<file path="config.mk">
export PLATFORM = sky130hd
export DESIGN_NAME = rpfcb_bank
export DESIGN_NICKNAME = d
export VERILOG_FILES = /design/src/design/rpfcb_pkg.sv /design/src/design/rpfcb_level_decode.sv /design/src/design/rpfcb_bank.sv
export SDC_FILE = /design/constraint.sdc
export NUM_CORES = 1
export LEC_CHECK = 0
export BUFFER_PORTS_ARGS = -buffer_cell sky130_fd_sc_hd__buf_4
export CELL_PAD_IN_SITES_DETAIL_PLACEMENT = 0
export CELL_PAD_IN_SITES_GLOBAL_PLACEMENT = 1
export CORE_ASPECT_RATIO = 0.7
export CORE_MARGIN = 2
export CORE_UTILIZATION = 31
export DETAILED_ROUTE_END_ITERATION = 16
export HOLD_SLACK_MARGIN = 0.08
export PLACE_DENSITY = 0.92
export REMOVE_ABC_BUFFERS = 1
export SYNTH_ARGS = -nofsm -noshare
export SYNTH_HDL_FRONTEND = slang
export SYNTH_SLANG_ARGS = --single-unit
</file>
<file path="constraint.sdc">
create_clock -name hclk -period 4.33 [get_ports hclk]
set_input_delay 0.6495 -clock hclk [delete_from_list [all_inputs] [get_ports hclk]]
set_output_delay 0.6495 -clock hclk [all_outputs]
set_load 0.02 [all_outputs]
</file>
<file path="src/design/rpfcb_pkg.sv">
// Shared constants and types for the regulator power-fail configuration bank
package rpfcb_pkg;

  // ----------------------------------------
  // Bus geometry
  // ----------------------------------------
  localparam int unsigned ADDR_W = 12;
  localparam int unsigned DATA_W = 32;
  localparam logic [1:0] HTRANS_NONSEQ = 2'h2;
  localparam logic [1:0] HTRANS_SEQ = 2'h3;
  localparam logic HRESP_OKAY = 1'b0;

  // ----------------------------------------
  // Register offsets (byte addresses)
  // ----------------------------------------
  localparam logic [ADDR_W-1:0] POWER_FAIL_COMPARATOR_CONFIG_OFS = 12'h510;
  localparam logic [ADDR_W-1:0] MAIN_REGULATOR_SWITCHER_ENABLE_OFS = 12'h704;
  localparam logic [ADDR_W-1:0] RADIO_REGULATOR_SWITCHER_ENABLE_OFS = 12'h904;
  localparam logic [ADDR_W-1:0] HIGH_VOLTAGE_REGULATOR_SWITCHER_ENABLE_OFS = 12'hb00;

  // ----------------------------------------
  // Field layout of the comparator and switcher enable registers
  // ----------------------------------------
  localparam int unsigned POWER_FAIL_ENABLE_POS = 0;
  localparam int unsigned LOW_SUPPLY_WARN_LEVEL_LSB = 1;
  localparam int unsigned HIGH_SUPPLY_WARN_LEVEL_LSB = 8;
  localparam int unsigned LEVEL_W = 4;
  localparam int unsigned SWITCHER_ENABLE_POS = 0;

  // ----------------------------------------
  // Reset values
  // ----------------------------------------
  localparam logic [DATA_W-1:0] POWER_FAIL_CONFIG_RESET = 32'h0000_0000;
  localparam logic SWITCHER_ENABLE_RESET = 1'b0;

  // ----------------------------------------
  // Level encodings, in units of 0.1 V
  // ----------------------------------------
  localparam logic [LEVEL_W-1:0] LOW_LEVEL_MIN_CODE = 4'h6;
  localparam logic [5:0] LOW_LEVEL_CODE_OFFSET = 6'h0d;
  localparam logic [5:0] HIGH_LEVEL_CODE_OFFSET = 6'h1b;

  // ----------------------------------------
  // Types
  // ----------------------------------------
  typedef struct packed {
    logic [LEVEL_W-1:0] high_supply_warn_level;
    logic [LEVEL_W-1:0] low_supply_warn_level;
    logic power_fail_enable;
  } rpfcb_cfg_t;

  typedef struct packed {
    logic high_voltage_regulator;
    logic radio_regulator;
    logic main_regulator;
  } rpfcb_switcher_t;

  typedef struct packed {
    logic comparator_on;
    logic level_valid;
    logic [5:0] level_tenths_volt;
  } rpfcb_level_t;

  typedef enum logic [2:0] {
    SEL_NONE,
    SEL_POWER_FAIL_CONFIG,
    SEL_MAIN_SWITCHER,
    SEL_RADIO_SWITCHER,
    SEL_HIGH_VOLTAGE_SWITCHER
  } rpfcb_sel_t;

endpackage

</file>
<file path="src/design/rpfcb_level_decode.sv">
// Picks the active warning level for the current supply mode
`timescale 1ns/1ps

module rpfcb_level_decode (
  // Clock and power-on reset
  input wire logic hclk,
  input wire logic por_n,
  // Configuration and mode
  input wire rpfcb_pkg::rpfcb_cfg_t cfg,
  input wire logic high_voltage_mode,
  // Decoded level
  output rpfcb_pkg::rpfcb_level_t level
);

  // ----------------------------------------
  // Level selection
  // ----------------------------------------
  rpfcb_pkg::rpfcb_level_t level_next;

  always_comb begin
    level_next.comparator_on = cfg.power_fail_enable;
    if (high_voltage_mode) begin
      // Every high-supply code is a valid level
      level_next.level_valid = 1'b1;
      level_next.level_tenths_volt = rpfcb_pkg::HIGH_LEVEL_CODE_OFFSET
                                     + {2'h0, cfg.high_supply_warn_level};
    end else begin
      // Codes below six have no documented level; flagged, not altered
      level_next.level_valid = (cfg.low_supply_warn_level >= rpfcb_pkg::LOW_LEVEL_MIN_CODE);
      level_next.level_tenths_volt = rpfcb_pkg::LOW_LEVEL_CODE_OFFSET
                                     + {2'h0, cfg.low_supply_warn_level};
    end
  end

  always_ff @(posedge hclk or negedge por_n) begin
    if (!por_n) begin
      level <= '0;
    end else begin
      level <= level_next;
    end
  end

endmodule

</file>
<file path="src/design/rpfcb_bank.sv">
// AHB-Lite register bank holding retained power-fail and switcher settings
//
// The AHB-Lite register port is this design's own decision.
`timescale 1ns/1ps

// What this block does
// Bit 0 of the comparator register turns the power-fail comparator off or on.
// Four-bit low-supply warning level; codes 6 to 15 mean 1.9 V to 2.8 V.
// Four-bit high-supply warning level; codes 0 to 15 mean 2.7 V to 4.2 V.
// Comparator register at 0x510 survives ordinary resets.
// Retained register at 0x704 enables switching mode of the main regulator.
// Retained register at 0x904 enables switching mode of the radio regulator.
// Retained register at 0xB00 enables switching mode of the high-voltage regulator.
// High-supply level applies in high voltage mode, low-supply level otherwise.
// Each regulator starts linear; switching only when its own enable is set.
// Enable bit 0, low level bits 4:1, high level bits 11:8, rest zero.
module rpfcb_bank (
  // Clock and resets
  input wire logic hclk,
  input wire logic hresetn,
  input wire logic por_n,
  // AHB-Lite slave
  input wire logic hsel,
  input wire logic [31:0] haddr,
  input wire logic [1:0] htrans,
  input wire logic hwrite,
  input wire logic [2:0] hsize,
  input wire logic [31:0] hwdata,
  input wire logic hready,
  output logic [31:0] hrdata,
  output logic hreadyout,
  output logic hresp,
  // Supply mode
  input wire logic high_voltage_mode,
  // Configuration to the analog side
  output rpfcb_pkg::rpfcb_cfg_t power_fail_config,
  output rpfcb_pkg::rpfcb_switcher_t switcher_enable,
  output rpfcb_pkg::rpfcb_level_t active_level
);

  // ----------------------------------------
  // Address decode
  // ----------------------------------------
  function automatic rpfcb_pkg::rpfcb_sel_t decode_sel(input logic [31:0] addr);
    logic [rpfcb_pkg::ADDR_W-1:0] ofs;
    ofs = addr[rpfcb_pkg::ADDR_W-1:0];
    // Upper address bits belong to the interconnect decode; only the window is compared
    if (ofs == rpfcb_pkg::POWER_FAIL_COMPARATOR_CONFIG_OFS) begin
      decode_sel = rpfcb_pkg::SEL_POWER_FAIL_CONFIG;
    end else if (ofs == rpfcb_pkg::MAIN_REGULATOR_SWITCHER_ENABLE_OFS) begin
      decode_sel = rpfcb_pkg::SEL_MAIN_SWITCHER;
    end else if (ofs == rpfcb_pkg::RADIO_REGULATOR_SWITCHER_ENABLE_OFS) begin
      decode_sel = rpfcb_pkg::SEL_RADIO_SWITCHER;
    end else if (ofs == rpfcb_pkg::HIGH_VOLTAGE_REGULATOR_SWITCHER_ENABLE_OFS) begin
      decode_sel = rpfcb_pkg::SEL_HIGH_VOLTAGE_SWITCHER;
    end else begin
      decode_sel = rpfcb_pkg::SEL_NONE;
    end
  endfunction

  // ----------------------------------------
  // Address phase capture
  // ----------------------------------------
  logic addr_phase_valid;
  rpfcb_pkg::rpfcb_sel_t addr_sel;
  logic write_pending_reg;
  rpfcb_pkg::rpfcb_sel_t write_sel_reg;

  assign addr_phase_valid = hsel && hready && htrans[1];
  assign addr_sel = decode_sel(haddr);

  // Bus state follows the ordinary reset, unlike the retained contents
  always_ff @(posedge hclk or negedge hresetn) begin
    if (!hresetn) begin
      write_pending_reg <= 1'b0;
      write_sel_reg <= rpfcb_pkg::SEL_NONE;
    end else if (hready) begin
      write_pending_reg <= addr_phase_valid && hwrite;
      write_sel_reg <= addr_phase_valid ? addr_sel : rpfcb_pkg::SEL_NONE;
    end
  end

  // ----------------------------------------
  // Zero-wait response
  // ----------------------------------------
  // Every access completes in its first data-phase cycle, so no wait state is ever inserted
  always_ff @(posedge hclk or negedge hresetn) begin
    if (!hresetn) begin
      hreadyout <= 1'b1;
      hresp <= rpfcb_pkg::HRESP_OKAY;
    end else begin
      hreadyout <= 1'b1;
      hresp <= rpfcb_pkg::HRESP_OKAY;
    end
  end

  // ----------------------------------------
  // Retained comparator configuration
  // ----------------------------------------
  logic do_write;
  logic cfg_we;
  rpfcb_pkg::rpfcb_cfg_t cfg_next;

  assign do_write = write_pending_reg;
  assign cfg_we = do_write && (write_sel_reg == rpfcb_pkg::SEL_POWER_FAIL_CONFIG);

  always_comb begin
    cfg_next.power_fail_enable = hwdata[rpfcb_pkg::POWER_FAIL_ENABLE_POS];
    cfg_next.low_supply_warn_level = hwdata[rpfcb_pkg::LOW_SUPPLY_WARN_LEVEL_LSB +:
                                            rpfcb_pkg::LEVEL_W];
    cfg_next.high_supply_warn_level = hwdata[rpfcb_pkg::HIGH_SUPPLY_WARN_LEVEL_LSB +:
                                             rpfcb_pkg::LEVEL_W];
  end

  // Cleared only at power-on, ordinary reset leaves it alone
  always_ff @(posedge hclk or negedge por_n) begin
    if (!por_n) begin
      power_fail_config.power_fail_enable <=
        rpfcb_pkg::POWER_FAIL_CONFIG_RESET[rpfcb_pkg::POWER_FAIL_ENABLE_POS];
      power_fail_config.low_supply_warn_level <= rpfcb_pkg::POWER_FAIL_CONFIG_RESET[
        rpfcb_pkg::LOW_SUPPLY_WARN_LEVEL_LSB +: rpfcb_pkg::LEVEL_W];
      power_fail_config.high_supply_warn_level <= rpfcb_pkg::POWER_FAIL_CONFIG_RESET[
        rpfcb_pkg::HIGH_SUPPLY_WARN_LEVEL_LSB +: rpfcb_pkg::LEVEL_W];
    end else if (cfg_we) begin
      power_fail_config <= cfg_next;
    end
  end

  // ----------------------------------------
  // Retained switcher enables
  // ----------------------------------------
  // Index 0 main, 1 radio, 2 high voltage, the bit order of the output struct
  logic [2:0] sw_we;
  logic [2:0] sw_reg;
  logic wr_switch;

  assign wr_switch = hwdata[rpfcb_pkg::SWITCHER_ENABLE_POS];
  assign sw_we = {do_write && (write_sel_reg == rpfcb_pkg::SEL_HIGH_VOLTAGE_SWITCHER),
                  do_write && (write_sel_reg == rpfcb_pkg::SEL_RADIO_SWITCHER),
                  do_write && (write_sel_reg == rpfcb_pkg::SEL_MAIN_SWITCHER)};

  // Linear operation after power-on; one write moves only its own enable
  always_ff @(posedge hclk or negedge por_n) begin
    if (!por_n) begin
      sw_reg <= {3{rpfcb_pkg::SWITCHER_ENABLE_RESET}};
    end else begin
      for (int i = 0; i < 3; i++) begin
        if (sw_we[i]) begin
          sw_reg[i] <= wr_switch;
        end
      end
    end
  end

  assign switcher_enable = rpfcb_pkg::rpfcb_switcher_t'(sw_reg);

  // ----------------------------------------
  // Read data
  // ----------------------------------------
  // Read data is registered at the address phase; a write whose data phase falls in the address phase
  // of a read of the same register is forwarded into the read data, so the read sees the new value.
  logic [31:0] rdata_next;
  rpfcb_pkg::rpfcb_cfg_t cfg_view;
  logic [2:0] sw_view;

  always_comb begin
    cfg_view = cfg_we ? cfg_next : power_fail_config;
    sw_view = sw_reg;
    for (int i = 0; i < 3; i++) begin
      if (sw_we[i]) begin
        sw_view[i] = wr_switch;
      end
    end
    rdata_next = 32'h0000_0000;
    case (addr_sel)
      rpfcb_pkg::SEL_POWER_FAIL_CONFIG: begin
        rdata_next[rpfcb_pkg::POWER_FAIL_ENABLE_POS] = cfg_view.power_fail_enable;
        rdata_next[rpfcb_pkg::LOW_SUPPLY_WARN_LEVEL_LSB +: rpfcb_pkg::LEVEL_W] =
          cfg_view.low_supply_warn_level;
        rdata_next[rpfcb_pkg::HIGH_SUPPLY_WARN_LEVEL_LSB +: rpfcb_pkg::LEVEL_W] =
          cfg_view.high_supply_warn_level;
      end
      rpfcb_pkg::SEL_MAIN_SWITCHER: begin
        rdata_next[rpfcb_pkg::SWITCHER_ENABLE_POS] = sw_view[0];
      end
      rpfcb_pkg::SEL_RADIO_SWITCHER: begin
        rdata_next[rpfcb_pkg::SWITCHER_ENABLE_POS] = sw_view[1];
      end
      rpfcb_pkg::SEL_HIGH_VOLTAGE_SWITCHER: begin
        rdata_next[rpfcb_pkg::SWITCHER_ENABLE_POS] = sw_view[2];
      end
      default: begin
        rdata_next = 32'h0000_0000;
      end
    endcase
  end

  always_ff @(posedge hclk or negedge hresetn) begin
    if (!hresetn) begin
      hrdata <= 32'h0000_0000;
    end else if (addr_phase_valid && !hwrite) begin
      hrdata <= rdata_next;
    end
  end

  // ----------------------------------------
  // Active level for the comparator
  // ----------------------------------------
  rpfcb_level_decode u_level_decode (
    .hclk(hclk),
    .por_n(por_n),
    .cfg(power_fail_config),
    .high_voltage_mode(high_voltage_mode),
    .level(active_level)
  );

endmodule

</file>
==> results of run 1 <==
==> cell type report <==
| type | count | area, um2 | share of cell area |
|---|---|---|---|
| timing repair buffer | 57 | 427.9 | 0.1905 |
| clock buffer | 8 | 80.08 | 0.03565 |
| sequential | 33 | 825.8 | 0.3677 |
| inverter | 8 | 30.03 | 0.01337 |
| multi-input combinational | 108 | 788.3 | 0.3510 |
| tap | 75 | 93.84 | 0.04178 |
==> layer usage <==
| metal | global-route usage | vias to the layer above | share of wire |
|---|---|---|---|
| met1 | 0.1709 | 626 | 0.46 |
| met4 | 0.05435 | 0 | 0.012 |
| met3 | 0.03013 | 4 | 0.068 |
| li1 | - | 615 | - |
| met5 | 0 | - | 0 |
| met2 | 0.2125 | 50 | 0.46 |
==> cell families after synthesis <==
logic type	after synthesis	share of synthesized area
buf+inv	38	0.1407
mux	12	0.08515
fa+ha+maj	3	0.02111
flops	33	0.4645
other cells	2	0.004224
xor+xnor	4	0.01971
simple gates	36	0.1513
compound gates	28	0.1133
==> metrics by stage <==
stage,hold WS (ps),util
detailed placement,399.0,0.3840
global placement,404.8,0.3840
floorplan,353.9,-
CTS,206.9,0.3982
finish,206.7,0.3982
global route,213.5,0.3982
==> power by group <==
part / leakage [nW] / internal (mW) / switching (mW)
Clock: 0.0395 / 0.114 / 0.103
Sequential: 0.424 / 0.322 / 0.00987
Combinational: 0.605 / 0.0493 / 0.0724
Total: 1.07 / 0.485 / 0.186
==> placed cells by master (no fill, tap or decap), types with 3 or more instances in the layout <==
master / n
a32o_1: 8
nand2_1: 7
buf_4: 57
inv_1: 8
a21oi_1: 4
mux2_2: 5
nand4_1: 4
conb_1: 25
nand2b_1: 5
o21ai_0: 9
mux2_4: 5
nor2_1: 4
ha_1: 3
clkbuf_8: 5
clkbuf_1: 3
o21a_1: 3
dfrtp_1: 33
==> path summary, 6_finish.rpt <==
path | startpoint | endpoint | slack, ps | cells after the start
worst max-delay path | hwrite | hrdata[0] | 2460 | 5
worst min register to register | power_fail_config[0] | u_level_decode.level[7] | 410 | 0
max in group asynchronous | por_n | power_fail_config[0] | 3880 | 1
min in group hclk | power_fail_config[0] | u_level_decode.level[7] | 410 | 0
worst min-delay path | hresetn | hrdata[4] | 210 | 1
worst max register to register | write_sel_reg[1] | hrdata[0] | 2650 | 5
==> impl_results.md, run 1 <==
* Antenna Nets Post-Route at 0
* Final WL at 3872 um
* Outcome: finished clean
* Via count at about 1,300
* Slowest-stage cell, CP: nor2_2
* Post-DP HPWL at 3002 um
* Post-Syn Instances at approximately 160
* Most frequent cell after synthesis: dfrtp_1
* Worst-margin pin slew at around 590 ps
* Cell area after synthesis at between 0.0015 and 0.002 mm2
* Total global routing overflow at 0
* Clock Sinks at 33
* Setup ws final at 2457 ps
* Post-layout min period at 1873 ps
* Crit share post-route at 0.4326
* Worst EP arrival at between 2000 and 2500 ps
* Die area at 0.006367 mm2
* Sequential element share of the synthesized area at 0.4645
* I/O pin cnt at 130
* Average size of a mapped cell at about 11 um2
* Buffers on Ports at 57
* Drt first pass iters at 4
* Max Cap Viol at 0
* Synthesis Warnings at 0
* Critical Path, Cell by Cell: buf_4, nand4b_1, nor2_2, nand2_1, o21ai_2
* Largest net degree at the start of global routing at 21
* Placed inst area at between 0.002 and 0.0025 mm2
* Req. time, crit path at around 4500 ps
* First-pass GRT wire length at 6292 um
* Vias in the first global route at between 1,000 and 1,500
* CTS tree: yes
* Initial antenna violation count at 0
* H-tree levels at 2
* Synth top area share at 0.4645
* Clk_skew at roughly 3.3 ps
* PD cells at roughly 300 mW/mm2
* Total GRT Usage at 0.1311
* DRT iter0 DRCs at 44
* Setup Crit Path Kind: input pin to register
* Critical path peak fanout at 11
* Setup TNS at 0 ps
* Final cell count without fillers at about 290
* Endpoints failing setup at 0
* Dpl ws at roughly 2200 ps
* Max-slew violation count at 0
* Hold_buf cts at 0
* Drt wl/cell at 13.40 um
* Ys flop type: dfrtp_1
* Type of the tightest min-delay check: input pin to async pin
* Initial Util at 0.3152
* Count of standard-cell rows at 23
* Synthesized flop and latch total at 33
* Ranking of synthesized cells by area: dfrtp_1 (46%), buf_4 (11%), a32o_1 (4.5%)
* Synth cell types at 38
* FMAX at approximately 530 MHz
* Filler cells at between 500 and 600
* CORE AREA at 0.005640 mm2
* Routability cong. at just under 0.8
* CP endpoint kind: register
* Largest stage delay, worst path at between 500 and 600 ps
* Drt via density at approximately 4.5
* Clk slew on worst S/H paths at 60 ps
* Design area at ~0.0022 mm2
* Total power at around 0.67 mW
* Final Hold Vio Count at 0
* Cell family with most CP delay: simple AND/OR/NAND/NOR gates
* Slew HR at 0.6022
* Clock latency on the worst-skew pair at 280 ps
* Critical path startpoint category: input pin
* Nets at a little under 300
* Max IR drop VDD at about 0.11 mV
* Number of flops mapped to enable cells by yosys at 0
* Num CTS Buffers at 5
* Top flop regs: hrdata x9, power_fail_config x9, u_level_decode.level x8
* Max clock buf depth at 2
* Area Growth Syn to Fin at 26.32%
* Leakage at between 1 and 1.5 nW
* RSZ-0062 raised after global routing: no
* Share of cells above drive strength 1 at 0.3785
* Yosys top cell by area: dfrtp_1
* Gates resized, CTS repair at 0
* Synth cell count leaders: dfrtp_1 (33), buf_4 (26), o21ai_0 (9)
* ANT cells at 0
* Post-CTS setup buffer count at 0
* Fraction of registers with async set/reset at 1.000
* Die Height at between 60 and 70 um
* Overall die width at ~95 um
* Placed insts at around 280
* Buf/Inv on CP at 1
* Root Buffer: clkbuf_8
* Residual DRC count at 0
Power figures use the tool's default switching activity.
==> run 2: changes to the inputs <==
--- a/config.mk
+++ b/config.mk
@@ -10,10 +10,10 @@
 export CELL_PAD_IN_SITES_GLOBAL_PLACEMENT = 1
 export CORE_ASPECT_RATIO = 0.7
 export CORE_MARGIN = 2
-export CORE_UTILIZATION = 31
+export CORE_UTILIZATION = 29
 export DETAILED_ROUTE_END_ITERATION = 16
 export HOLD_SLACK_MARGIN = 0.08
-export PLACE_DENSITY = 0.92
+export PLACE_DENSITY = 0.87
 export REMOVE_ABC_BUFFERS = 1
 export SYNTH_ARGS = -nofsm -noshare
 export SYNTH_HDL_FRONTEND = slang
==> constraint.sdc (replaced) <==
create_clock -name hclk -period 1.9 [get_ports hclk]
set_input_delay 0.285 -clock hclk [delete_from_list [all_inputs] [get_ports hclk]]
set_output_delay 0.285 -clock hclk [all_outputs]
set_load 0.02 [all_outputs]
==> impl_results.md, run 2 (synthesized netlist as in run 1, its figures left out) <==
* Total global routing overflow at 0
* Worst R2R Path Depth at 5
* Req. time, crit path at between 2000 and 2500 ps
* Dpl ws at 244.9 ps
* Hold slack final at between 200 and 250 ps
* Worst EP arrival at 1830 ps
* Slowest-stage cell, CP: and4bb_4
* Drt via density at ~4.4
* Largest stage delay, worst path at about 500 ps
* Setup TNS at 0 ps
* Endpoints failing setup at 0
* Drt wl/cell at approximately 13 um
* WHS Path Cells at 2
* ANT cells at 0
* Residual DRC count at 0
* H-tree levels at 2
* Die area at 0.006783 mm2
* Via count at 1,285
* Num CTS Buffers at 5
* CTS tree: yes
* Final Hold Vio Count at 0
* Vias in the first global route at 1,242
* Clk_skew at roughly 4.9 ps
* CP endpoint kind: register
* Die Height at between 60 and 70 um
* Share of cells above drive strength 1 at 0.3871
* PD cells at about 680 mW/mm2
* Clock Sinks at 33
* DRT iter0 DRCs at 63
* Design area at between 0.002 and 0.0025 mm2
* Worst hold start: hready
* Most common cell after layout, fill and taps aside: buf_4
* Top flop regs: hrdata x9, power_fail_config x9, u_level_decode.level x8
* Critical Path, Cell by Cell: and4bb_4, mux2_2, nand2b_1, o21a_1, o21ai_2
* Max IR drop VDD at 0.2552 mV
* Type of the tightest min-delay check: input pin to register
* Initial Util at 0.3059
* Gates resized, CTS repair at 0
* Post-DP HPWL at about 3100 um
* Critical path startpoint category: register
* Initial antenna violation count at 0
* Setup Crit Path Kind: register to register
* Max Cap Viol at 0
* Commonest cells after routing, fill and taps aside: buf_4 (59), dfrtp_1 (33), conb_1 (25), o21ai_0 (9)
* Largest net degree at the start of global routing at 21
* Placed insts at between 200 and 300
* Clock latency on the worst-skew pair at about 270 ps
* Crit share post-route at 0.8772
* Final cell count without fillers at about 300
* Crit Reg-Reg Endpoint: hrdata[0]
* Final WL at between 3000 and 4000 um
* Origin of the critical flop-to-flop path: write_sel_reg[1]
* Antenna Nets Post-Route at 0
* Count of standard-cell rows at 23
* Drt first pass iters at 4
* Max clock buf depth at 2
* Hold Crit Endpoint: write_sel_reg[1]
* Setup ws final at around 230 ps
* Max-slew violation count at 0
* Total GRT Usage at 0.1174
* Cell family with most CP delay: simple AND/OR/NAND/NOR gates
* Clk slew on worst S/H paths at 60 ps
* FMAX at 600.0 MHz
* Buf/Inv on CP at 0
* CORE AREA at ~0.0058 mm2
* Outcome: finished clean
* First-pass GRT wire length at ~6400 um
* Critical path peak fanout at 12
* Routability cong. at ~0.74
* Leakage at roughly 1.1 nW
* RSZ-0062 raised after global routing: no
* Overall die width at a little under 100 um
* Nets at ~300
* Buffers on Ports at 57
* Area Growth Syn to Fin at 28.64%
* Reg2reg setup slack at roughly 230 ps
* Root Buffer: clkbuf_8
* I/O pin cnt at 130
* Post-layout min period at around 1700 ps
* Placed inst area at around 0.0022 mm2
[run 2: worst max-delay path by stage]
stage / slack (ps) / to / startpoint / cells after the start
6_report: 230 / hrdata[0] / write_sel_reg[1] / 5
3_3_place_gp: 260 / hrdata[0] / haddr[1] / 6
4_1_cts: 230 / hrdata[0] / write_sel_reg[1] / 5
5_1_grt: 150 / hrdata[0] / write_sel_reg[1] / 5
3_5_place_dp: 240 / hrdata[0] / write_sel_reg[1] / 5
2_1_floorplan: 380 / hrdata[0] / write_sel_reg[1] / 5
[run 2: per-layer routing]
layer  up-vias  GRT usage  wire length [um]
li1        624          -                 -
met1       623     0.1823              1960
met2        36     0.1609              1774
met3         2    0.02722               177
met4         0    0.03241                28
met5         -          0                 0
[run 2: repair_timing]
item / CTS / global route
setup endpoints to repair: 0 / 0
buffers inserted: 0 / 0
hold buffers: 2 / 0
hold endpoints to repair: 33 / 0
[run 2: area by class of cell]
type	count	area [um2]
repair buffers	61	462.9
well taps	75	93.84
fillers	585	3526
multi-input cells	108	788.3
clock buffers	7	86.33
flip-flops and latches	33	825.8
inverters	8	30.03
[run 2: per-stage QoR]
stage | total power [mW] | util
after global placement | 1.045 | 0.3752
after global routing | 1.629 | 0.3935
final | 1.553 | 0.3935
after detailed placement | 1.049 | 0.3752
after floorplan | 0.9069 | -
after CTS | 1.570 | 0.3935
[run 2: worst register-to-register path, delay by kind of cell (launching register included)]
family / cells / cell delay, ps
and+or+nand+nor: 2 / 570
muxes: 1 / 380
DFF: 1 / 420
AOI/OAI and AO/OA: 2 / 180
[run 2: power breakdown]
group,internal [mW],leakage (nW),switching [mW]
clock,0.287,0.0443,0.228
sequential,0.734,0.424,0.0223
combinational,0.116,0.623,0.165
==> run 3: changes to the inputs <==
--- a/config.mk
+++ b/config.mk
@@ -9,7 +9,6 @@
 export CELL_PAD_IN_SITES_DETAIL_PLACEMENT = 0
 export CELL_PAD_IN_SITES_GLOBAL_PLACEMENT = 1
 export CORE_ASPECT_RATIO = 0.7
-export CORE_MARGIN = 2
 export CORE_UTILIZATION = 29
 export DETAILED_ROUTE_END_ITERATION = 16
 export HOLD_SLACK_MARGIN = 0.08
==> impl_results.md, run 3 (synthesized netlist as in run 1, its figures left out) <==
* Placed inst area at between 0.002 and 0.0025 mm2
* Final WL at 3951 um
* Initial Util at 0.3059
* Setup Crit Path Kind: register to register
* Max Cap Viol at 0
* Setup TNS at 0 ps
* First-pass GRT wire length at approximately 6200 um
* DRT iter0 DRCs at 32
* Critical path startpoint category: register
* Clk_skew at about 1.5 ps
* Req. time, crit path at about 2100 ps
* Post-layout util at 0.3924
* Post-DP HPWL at a little over 3000 um
* Clock latency on the worst-skew pair at 280 ps
* Count of standard-cell rows at 23
* FMAX at just over 600 MHz
* Num CTS Buffers at 5
* Worst setup path startpoint: write_sel_reg[1]
* Routability cong. at roughly 0.72
* Gates resized, CTS repair at 0
* Outcome: finished clean
* Die Height at between 60 and 70 um
* Drt first pass iters at 7
* Total global routing overflow at 0
* Share of cells above drive strength 1 at 0.3807
* RSZ-0062 raised after global routing: no
* Largest net degree at the start of global routing at 21
* Type of the tightest min-delay check: input pin to register
* I/O pin cnt at 130
* Filler cells at around 600
* Top flop regs: hrdata x9, power_fail_config x9, u_level_decode.level x8
* Clock Sinks at 33
* Via count at around 1,300
* Crit share post-route at 0.8630
* Drt via density at around 4.4
* Critical path peak fanout at 12
* Design area at around 0.0023 mm2
* Dpl ws at ~260 ps
* Final Hold Vio Count at 0
* Buffers on Ports at 57
* Area Growth Syn to Fin at 28.29%
* CP endpoint kind: register
* Max IR drop VDD at 0.3111 mV
* Setup ws final at ~260 ps
* Antenna Nets Post-Route at 0
* Hold slack final at ~240 ps
* Endpoints failing setup at 0
* Residual DRC count at 0
* Worst hold start: hready
* Placed insts at 283
* Root Buffer: clkbuf_8
* Origin of the critical flop-to-flop path: write_sel_reg[1]
* Nets at 296
* Overall die width at between 90 and 100 um
* Clk slew on worst S/H paths at roughly 60 ps
* Initial antenna violation count at 0
* Total power at 1.536 mW
* CORE AREA at slightly below 0.006 mm2
* Area of the multi-input gates at 788.3 um2
* CTS tree: yes
* Commonest cells after routing, fill and taps aside: buf_4 (59), dfrtp_1 (33), conb_1 (25), o21ai_0 (9)
* Max clock buf depth at 2
* Worst EP arrival at 1810 ps
* PD cells at 673.2 mW/mm2
* Register area at slightly above 800 um2
* Total GRT Usage at 0.1333
* Max-slew violation count at 0
* Post-layout min period at approximately 1600 ps
* Most common cell after layout, fill and taps aside: buf_4
* Drt wl/cell at 13.48 um
* Vias in the first global route at roughly 1,300
* ANT cells at 0
* Final cell count without fillers at approximately 300
* H-tree levels at 2
* Leakage at approximately 1.1 nW
* Die area at around 0.0065 mm2
==> run 3: changes by cell type in the layout (fill, tap and decap cells not counted), sizes merged <==
cell and delta:
clkbuf +1
==> run 3: metal layers <==
metal	share of wire	wire length (um)	global-route usage	up-vias
li1	-	-	-	623
met1	0.50	1980	0.1883	640
met2	0.45	1787	0.1857	35
met3	0.035	137	0.04279	4
met4	0.012	46	0.05597	0
met5	0	0	0	-
==> run 3: final cells by class <==
type / count / share of cell area
timing repair buffer: 61 / 0.2030
inverter: 8 / 0.01317
clock buffer: 8 / 0.03511
tap: 75 / 0.04114
multi-input combinational: 108 / 0.3456
sequential: 33 / 0.3620
==> run 3: final timing paths <==
check,slack (ps),depth (start not counted),end
max,260,5,hrdata[0]
min reg2reg,430,0,u_level_decode.level[7]
max reg2reg,260,5,hrdata[0]
min,240,2,write_sel_reg[1]
min in group asynchronous,380,2,write_sel_reg[2]
max in group asynchronous,1250,2,switcher_enable[0]
==> run 3: where the power goes <==
group          switching [mW]  internal [mW]
clock                   0.238          0.260
sequential             0.0235          0.734
combinational           0.164          0.116
==> run 3: worst max-delay path, cell delays in order, from the launching register on <==
cell	delay [ps]
dfrtp_1	410
and4bb_4	490
mux2_2	370
nand2b_1	70
o21a_1	130
o21ai_2	50
==> run 3: what timing repair did <==
item / CTS / global route
hold buffers: 2 / 0
setup endpoints to repair: 0 / 0
setup buffers: 0 / 0
endpoints found under the hold margin: 33 / 0
